**config.mk**
```make
export PLATFORM = sky130hd
export DESIGN_NAME = dvi_interpolator
export DESIGN_NICKNAME = d
export VERILOG_FILES = /design/src/dvi_pkg.sv /design/src/dvi_edge_sync.sv /design/src/dvi_interpolator.sv
export VERILOG_INCLUDE_DIRS = /design/src
export SDC_FILE = /design/constraint.sdc
export NUM_CORES = 2
export LEC_CHECK = 0
export BUFFER_PORTS_ARGS = -buffer_cell sky130_fd_sc_hd__buf_4
export CELL_PAD_IN_SITES_DETAIL_PLACEMENT = 1
export CELL_PAD_IN_SITES_GLOBAL_PLACEMENT = 1
export CORE_ASPECT_RATIO = 1.1
export CORE_UTILIZATION = 45
export DETAILED_ROUTE_END_ITERATION = 7
export HOLD_SLACK_MARGIN = 0.1
export PLACE_DENSITY = 0.87
export SKIP_LAST_GASP = 1
export SLEW_MARGIN = 20
export SYNTH_ARGS = -nofsm -noshare
export SYNTH_HDL_FRONTEND = slang
export SYNTH_SLANG_ARGS = --single-unit
```
**constraint.sdc**
```tcl
create_clock -name core_clk -period 10.2 [get_ports core_clk]
set_input_delay 1.53 -clock core_clk [delete_from_list [all_inputs] [get_ports core_clk]]
set_output_delay 1.53 -clock core_clk [all_outputs]
set_load 0.01 [all_outputs]
```
**src/dvi_map.svh**
```systemverilog
// Constants for the dual vernier interval interpolator: timing figures and widths.
// Assumes inclusion by bare name from design and verification files.
`ifndef DVI_MAP_SVH
`define DVI_MAP_SVH

`define DVI_REF_PERIOD_PS  5000
`define DVI_INTERP_N       256
`define DVI_CORE_PERIOD_PS 4000
`define DVI_CNT_W          16
`define DVI_RES_W          32
`define DVI_STAT_W         48
`define DVI_SQ_W           64
`define DVI_NUM_W          16
`define DVI_COINC_MARGIN   2
`define DVI_PIN_W          7

`endif

```
**src/dvi_pkg.sv**
```systemverilog
// Types for the dual vernier interval interpolator.
// Assumes dvi_map.svh is on the include path.
`include "dvi_map.svh"

package dvi_pkg;

   typedef enum logic [1:0]
   {
      DVI_IDLE = 2'b00,
      DVI_RUN  = 2'b01,
      DVI_CALC = 2'b10
   } dvi_state_t;

   // Pin group, all asynchronous to core_clk
   typedef struct packed
   {
      logic ref_clk;
      logic stop_coinc;
      logic start_coinc;
      logic stop_osc;
      logic start_osc;
      logic stop_evt;
      logic start_evt;
   } dvi_pins_t;

   // Running statistics over single-shot results
   typedef struct packed
   {
      logic signed [`DVI_RES_W-1:0]  max_val;
      logic signed [`DVI_RES_W-1:0]  min_val;
      logic signed [`DVI_STAT_W-1:0] sum;
      logic        [`DVI_SQ_W-1:0]   sum_sq;
      logic        [`DVI_NUM_W-1:0]  count;
   } dvi_stats_t;

endpackage

```
**src/dvi_edge_sync.sv**
```systemverilog
// Two-stage synchroniser with rising-edge detection for a vector of pins.
// Assumes inputs are asynchronous to clk; edge pulse is one clk cycle.
`timescale 1ns/1ps

module dvi_edge_sync #(
   parameter int WIDTH = 7
)(
   input  wire logic             clk,
   input  wire logic             rstn,
   input  wire logic             ce,
   input  wire logic [WIDTH-1:0] pin,
   output logic      [WIDTH-1:0] level,
   output logic      [WIDTH-1:0] rise
);

   logic [WIDTH-1:0] meta_reg;
   logic [WIDTH-1:0] sync_reg;
   logic [WIDTH-1:0] prev_reg;

   // ==========================================================
   // Synchroniser: meta_reg feeds only sync_reg
   always_ff @(posedge clk or negedge rstn)
   begin
      if (!rstn)
      begin
         meta_reg <= '0;
         sync_reg <= '0;
         prev_reg <= '0;
      end
      else if (ce)
      begin
         meta_reg <= pin;
         sync_reg <= meta_reg;
         prev_reg <= sync_reg;
      end
   end

   assign level = sync_reg;
   assign rise  = sync_reg & ~prev_reg;

endmodule // dvi_edge_sync

```
**src/dvi_interpolator.sv**
```systemverilog
// Dual vernier interval interpolator: counts vernier and reference pulses to
// coincidence and forms a signed single-shot interval in units of T0/N.
// Assumes the vernier oscillators and coincidence detectors are external and
// that all pins are asynchronous to core_clk and far slower than it.
//
// What this block does
// - Count start pulses, stop pulses, and reference pulses between coincidences.
// - Interval equals T0 times reference count plus (1+1/N) times count difference.
// - Reference period 5 ns, factor 256, one result step is 5/256 ns.
// - Resolve a single interval to about 20 ps without averaging.
// - Work whether start or stop oscillator launches first.
// - Stop before start gives a negative interval.
// - Accumulate max, min, sum and sum of squares over results.
`timescale 1ns/1ps
`include "dvi_map.svh"

module dvi_interpolator #(
   parameter int INTERP_N = `DVI_INTERP_N,
   parameter int CNT_W    = `DVI_CNT_W,
   parameter int RES_W    = `DVI_RES_W
)(
   input  wire logic                           core_clk,
   input  wire logic                           rstn,
   input  wire logic                           ce,
   input  wire logic                           start_evt,
   input  wire logic                           stop_evt,
   input  wire logic                           start_osc,
   input  wire logic                           stop_osc,
   input  wire logic                           start_coinc,
   input  wire logic                           stop_coinc,
   input  wire logic                           ref_clk,
   input  wire logic                           stats_clear,
   output logic                                busy,
   output logic                                result_valid,
   output logic signed [RES_W-1:0]             result,
   output logic                                result_neg,
   output logic                                meas_error,
   output dvi_pkg::dvi_stats_t                 stats
);

   // ==========================================================
   // Constants
   localparam int REF_PS   = `DVI_REF_PERIOD_PS;
   localparam int LSB_FS   = (REF_PS * 1000) / INTERP_N;
   localparam logic [CNT_W-1:0] COINC_LIMIT = CNT_W'(INTERP_N + `DVI_COINC_MARGIN);
   localparam logic signed [RES_W-1:0] N_S  = RES_W'(INTERP_N);
   localparam logic signed [RES_W-1:0] N1_S = RES_W'(INTERP_N + 1);

   // Interval in steps of T0/N: N*n0 + (N+1)*(n1-n2), n0 already signed
   function automatic logic signed [RES_W-1:0] interval_steps(
      input logic signed [CNT_W:0] n0,
      input logic [CNT_W-1:0]      n1,
      input logic [CNT_W-1:0]      n2
   );
      logic signed [RES_W-1:0] a;
      logic signed [RES_W-1:0] d;
      a = RES_W'(n0);
      d = RES_W'($signed({1'b0, n1})) - RES_W'($signed({1'b0, n2}));
      return RES_W'(a * N_S) + RES_W'(d * N1_S);
   endfunction

   // ==========================================================
   // Pin synchronisation
   dvi_pkg::dvi_pins_t pins;
   dvi_pkg::dvi_pins_t rise;

   assign pins.ref_clk     = ref_clk;
   assign pins.stop_coinc  = stop_coinc;
   assign pins.start_coinc = start_coinc;
   assign pins.stop_osc    = stop_osc;
   assign pins.start_osc   = start_osc;
   assign pins.stop_evt    = stop_evt;
   assign pins.start_evt   = start_evt;

   dvi_edge_sync #(
      .WIDTH (`DVI_PIN_W)
   ) u_sync (
      .clk   (core_clk),
      .rstn  (rstn),
      .ce    (ce),
      .pin   (pins),
      .level (),
      .rise  (rise)
   );

   // ==========================================================
   // State
   dvi_pkg::dvi_state_t state_reg;
   dvi_pkg::dvi_state_t state_next;
   logic                start_seen_reg;
   logic                stop_seen_reg;
   logic                start_done_reg;
   logic                stop_done_reg;
   logic                stop_first_reg;
   logic [CNT_W-1:0]    n1_reg;
   logic [CNT_W-1:0]    n2_reg;
   logic [CNT_W-1:0]    n0_reg;
   logic                valid_reg;
   logic                error_reg;
   logic signed [RES_W-1:0] result_reg;
   logic                neg_reg;
   dvi_pkg::dvi_stats_t stats_reg;

   // ==========================================================
   // Decode
   wire in_run      = (state_reg == dvi_pkg::DVI_RUN);
   wire in_idle     = (state_reg == dvi_pkg::DVI_IDLE);
   wire in_calc     = (state_reg == dvi_pkg::DVI_CALC);
   // Either event may open the measurement
   wire arm_start   = (in_idle | in_run) & rise.start_evt & ~start_seen_reg;
   wire arm_stop    = (in_idle | in_run) & rise.stop_evt & ~stop_seen_reg;
   wire start_live  = in_run & start_seen_reg & ~start_done_reg;
   wire stop_live   = in_run & stop_seen_reg & ~stop_done_reg;
   // Oscillator edge in the coincidence cycle is still counted
   wire start_tick  = start_live & rise.start_osc;
   wire stop_tick   = stop_live & rise.stop_osc;
   wire start_hit   = start_live & rise.start_coinc;
   wire stop_hit    = stop_live & rise.stop_coinc;
   wire start_fin   = start_done_reg | start_hit;
   wire stop_fin    = stop_done_reg | stop_hit;
   // Reference counted only between the two coincidences
   wire ref_tick    = in_run & (start_done_reg ^ stop_done_reg) & rise.ref_clk;
   // Stop coincidence reached first means the reference count n0 is taken as negative
   wire stop_first  = stop_hit & ~start_done_reg & ~start_hit;
   // Missing coincidence, or a reference count about to wrap, aborts the measurement
   wire overrun     = (start_live & (n1_reg >= COINC_LIMIT))
                    | (stop_live & (n2_reg >= COINC_LIMIT))
                    | (in_run & (&n0_reg));

   wire signed [CNT_W:0] n0_signed = stop_first_reg ? -$signed({1'b0, n0_reg})
                                                     :  $signed({1'b0, n0_reg});
   wire signed [RES_W-1:0] interval = interval_steps(n0_signed, n1_reg, n2_reg);

   always_comb
   begin
      state_next = state_reg;
      unique case (state_reg)
         dvi_pkg::DVI_IDLE:
            if (arm_start | arm_stop)
               state_next = dvi_pkg::DVI_RUN;
         dvi_pkg::DVI_RUN:
            if (overrun)
               state_next = dvi_pkg::DVI_IDLE;
            else if (start_fin & stop_fin)
               state_next = dvi_pkg::DVI_CALC;
         dvi_pkg::DVI_CALC:
            state_next = dvi_pkg::DVI_IDLE;
         default:
            state_next = dvi_pkg::DVI_IDLE;
      endcase
   end

   // ==========================================================
   // Sequencer and channel flags
   wire clr_all = in_calc | (in_run & overrun);

   always_ff @(posedge core_clk or negedge rstn)
   begin
      if (!rstn)
      begin
         state_reg      <= dvi_pkg::DVI_IDLE;
         start_seen_reg <= 1'b0;
         stop_seen_reg  <= 1'b0;
         start_done_reg <= 1'b0;
         stop_done_reg  <= 1'b0;
         stop_first_reg <= 1'b0;
      end
      else if (ce)
      begin
         state_reg <= state_next;
         if (clr_all)
         begin
            start_seen_reg <= 1'b0;
            stop_seen_reg  <= 1'b0;
            start_done_reg <= 1'b0;
            stop_done_reg  <= 1'b0;
            stop_first_reg <= 1'b0;
         end
         else
         begin
            start_seen_reg <= start_seen_reg | arm_start;
            stop_seen_reg  <= stop_seen_reg | arm_stop;
            start_done_reg <= start_fin;
            stop_done_reg  <= stop_fin;
            stop_first_reg <= stop_first_reg | stop_first;
         end
      end
   end

   // ==========================================================
   // Counters, cleared after every result or abort
   always_ff @(posedge core_clk or negedge rstn)
   begin
      if (!rstn)
      begin
         n1_reg <= '0;
         n2_reg <= '0;
         n0_reg <= '0;
      end
      else if (ce)
      begin
         if (clr_all)
         begin
            n1_reg <= '0;
            n2_reg <= '0;
            n0_reg <= '0;
         end
         else
         begin
            n1_reg <= n1_reg + CNT_W'(start_tick);
            n2_reg <= n2_reg + CNT_W'(stop_tick);
            n0_reg <= n0_reg + CNT_W'(ref_tick);
         end
      end
   end

   // ==========================================================
   // Result and one-cycle strobes
   always_ff @(posedge core_clk or negedge rstn)
   begin
      if (!rstn)
      begin
         valid_reg  <= 1'b0;
         error_reg  <= 1'b0;
         result_reg <= '0;
         neg_reg    <= 1'b0;
      end
      else if (ce)
      begin
         valid_reg <= in_calc;
         error_reg <= in_run & overrun;
         if (in_calc)
         begin
            result_reg <= interval;
            neg_reg    <= interval[RES_W-1];
         end
      end
   end

   // ==========================================================
   // Statistics; std deviation is left to software since it needs a root
   wire signed [`DVI_STAT_W-1:0] res_ext = `DVI_STAT_W'(result_reg);
   // Square at full width; a 32-bit product would wrap for large intervals
   wire signed [`DVI_SQ_W-1:0]   res_wide = `DVI_SQ_W'(result_reg);
   wire        [`DVI_SQ_W-1:0]   res_sq   = res_wide * res_wide;
   wire                          first_s = (stats_reg.count == '0);

   always_ff @(posedge core_clk or negedge rstn)
   begin
      if (!rstn)
         stats_reg <= '0;
      else if (ce)
      begin
         if (stats_clear)
            stats_reg <= '0;
         else if (valid_reg)
         begin
            if (first_s || result_reg > stats_reg.max_val)
               stats_reg.max_val <= result_reg;
            if (first_s || result_reg < stats_reg.min_val)
               stats_reg.min_val <= result_reg;
            stats_reg.sum    <= stats_reg.sum + res_ext;
            stats_reg.sum_sq <= stats_reg.sum_sq + res_sq;
            stats_reg.count  <= stats_reg.count + `DVI_NUM_W'(1);
         end
      end
   end

   // ==========================================================
   // Outputs
   logic busy_reg;

   always_ff @(posedge core_clk or negedge rstn)
   begin
      if (!rstn)
         busy_reg <= 1'b0;
      else if (ce)
         busy_reg <= (state_next != dvi_pkg::DVI_IDLE);
   end

   assign busy         = busy_reg;
   assign result_valid = valid_reg;
   assign result       = result_reg;
   assign result_neg   = neg_reg;
   assign meas_error   = error_reg;
   assign stats        = stats_reg;

   // Result step in femtoseconds, for reference only
   localparam int RESULT_LSB_FS = LSB_FS;

endmodule // dvi_interpolator

```
==> out/metrics.yaml <==
grt_usage_pct: 37.0
area_delta_synth_final_pct: 16.2
clk_path_buf_depth: 3
synth.yosys.warnings: 0
ys_ff_latch: 291
fin_worst_skew_ns: 0.0826
largest_register_ffs: 184
layout-drive-gt1-share_pct: 14.6
worst_slew_pin_slew_ns: 1.21
dieWidth_microns: 309
synthFlopType: "dfrtp_1"
syn_area_sq_um: 46600
timing.final.ws_setup_ns: -1.04
synth-compound-area-share_pct: 11.5
drc: 0
hold_viol_final: 0
syn_area_per_cell_sq_um: 9.28
worst_path_max_delay_cell: "fa_1"
drv_slew: 0
max_slew_margin_pct: 18.6
setup_violations: 21
place_inst: 6700
final_net_count: 6658
worstPathArrival_ns: 11.78
vias: 42404
worstPathMaxFanout: 8
die_y_microns: 339
clk_latency_ns: 0.68
hold_path.class: "reg -> reg"
synth_edf_count: 0
top_layer_used: "met5"
synthArstFlopShare_pct: 100
grt_max_degree: 132
critPathCaptureType: "flip-flop"
clock_sinks: 291
status: "finished with violations"
drv_cap: 0
syn_inst: 5019
avgRoutedWirePerCell_microns: 30.0
row_count: 123
synth_most_common_cell: "inv_1"
cts_buffers: 41
tns_ns: -9.97
dp_hpwl_mm: 143
synth_xor_area_share_pct: 5.19
synth_mux_area_share_pct: 0.599
synth-simple-area-share_pct: 11.5
grt_pass1_vias: 47745
cts-root-buf: "clkbuf_16"
avgViaCountPerCell: 6.21
cts_tree: "built"
grt_pass1_wl_mm: 290
min_period_over_period_pct: 110
boundaryPins: 239
violations: "negative setup slack"
gp_congestion: 0.930
ys_top_cells_by_count: "1061 x inv_1, 773 x fa_1, 496 x nand2_1"
start_util_pct: 45.5
dieArea_sq_um: 105000
rsz0062_at_grt: "yes"
critPathRequiredTime_ns: 10.75
drt_pass1_iterations: 8
synth_area_leaders: "fa_1 33%, dfrtp_1 16%, ha_1 12%"
met1_length_mm: 64.9
num-fill-cells: 11582
ant_nets: 0
path_class: "reg -> reg"
drt_iter0_drc: 3492
fin_crit_ns: 11.24
dr_wl_met2_mm: 95.7
cts.clk_slew.worst_paths_ns: 0.06
met3_length_mm: 21.7
critPathMaxStageDelay_ns: 0.81
synth_top_family_by_area: "adder cells"
finalNonFillerCells: 6826
timing.fmax_ghz: 0.0890
portBuffers: 238
synth_fa_ha_area_share_pct: 45.4
coreArea_sq_um: 102000
synthDistinctLibCells: 78
wirelength_mm: 205
cp_common_cell: "fa_1"
synth.largest_area_cell: "fa_1"
dp_slack_ns: -0.497
antenna_found_initial: 14
syn-num-nets: 6256
synth_top_area_share_pct: 33.2
htreeDepth: 2
yosysSeqAreaShare_pct: 15.6
overflow: 0
cp-start-kind: "flip-flop"
what timing repair did:
action	in CTS	in global routing
endpoints found under the setup margin	11	19
pin swaps	47	45
hold buffers	0	0
setup buffers	29	21
cloned	2	0
gates resized for setup	98	84
path summary, 6_finish.rpt:
| check | slack (ns) | depth (start not counted) | end | from |
|---|---|---|---|---|
| worst max-delay path | -1.04 | 37 | stats[76]$_DFFE_PN0P_ | result[3]$_DFFE_PN0P_ |
| worst min-delay path | 0.49 | 1 | meas_error$_DFFE_PN0P_ | meas_error$_DFFE_PN0P_ |
| worst max register to register | -1.04 | 37 | stats[76]$_DFFE_PN0P_ | result[3]$_DFFE_PN0P_ |
| worst min register to register | 0.49 | 1 | meas_error$_DFFE_PN0P_ | meas_error$_DFFE_PN0P_ |
| max in group asynchronous | 7.30 | 4 | stats[119]$_DFFE_PN0P_ | rstn |
| min in group asynchronous | 0.99 | 1 | stats[138]$_DFFE_PN0P_ | rstn |
cells in the final DEF (no fill, tap or decap), drive strengths merged, types with 28 or more instances in the layout:
cell type,Yosys,final
inv,1061,1062
fa,773,773
buf,36,541
nand2,496,496
ha,453,453
dfrtp,291,291
o21ai,209,209
nor2,203,203
a21oi,188,188
xnor2,168,168
a21o,138,138
and2,130,130
xor2,108,108
a22o,71,71
clkbuf,148,57
nor2b,49,49
nand2b,45,45
nand4,44,44
nand3,39,39
and3,31,31
o21a,30,30
nor3,28,28
through the flow:
step | instance area [sq um] | utilization (%) | hold WS, ns
floorplan | 46600 | - | 0.449
global placement | 51500 | 50.3 | 0.482
detailed placement | 51500 | 50.3 | 0.478
CTS | 53500 | 52.3 | 0.496
global route | 54100 | 52.9 | 0.506
finish | 54100 | 52.9 | 0.488
area by class of cell:
cell class | instances | area (sq um) | share of cell area, %
diodes | 3 | 7.51 | 0.0139
clock buffers | 57 | 1150 | 2.12
clock inverters | 13 | 131 | 0.243
inverters | 1061 | 3980 | 7.36
multi-input cells | 3483 | 35300 | 65.2
flip-flops and latches | 291 | 7300 | 13.5
well taps | 1375 | 1720 | 3.18
repair buffers | 543 | 4520 | 8.36
routing by layer:
layer  vias up  GRT usage [%]
met3      1511           9.78
met4        20           31.6
met2      2966           61.9
li1      16603              -
met1     21304           38.6
met5         -              0
kinds of logic (layout without fill, tap and decap cells):
| family | Yosys count | count (layout) |
|---|---|---|
| buf+inv | 1245 | 1674 |
| fa+ha+maj | 1227 | 1227 |
| simple gates | 1135 | 1135 |
| compound gates | 820 | 820 |
| flops | 291 | 291 |
| xor+xnor | 276 | 276 |
| mux | 25 | 25 |
| other cells | 0 | 3 |
worst max-delay path: cells and delay by family, from the launching register on:
kind	cells	cell delay [ns]
flops	1	0.47
fa+ha+maj	10	5.35
simple gates	6	1.58
compound gates	11	2.19
buf+inv	9	1.33
xor+xnor	1	0.15
Power is not shown: default switching activity piles up to over one toggle a cycle in this logic, so the estimate is an artifact.
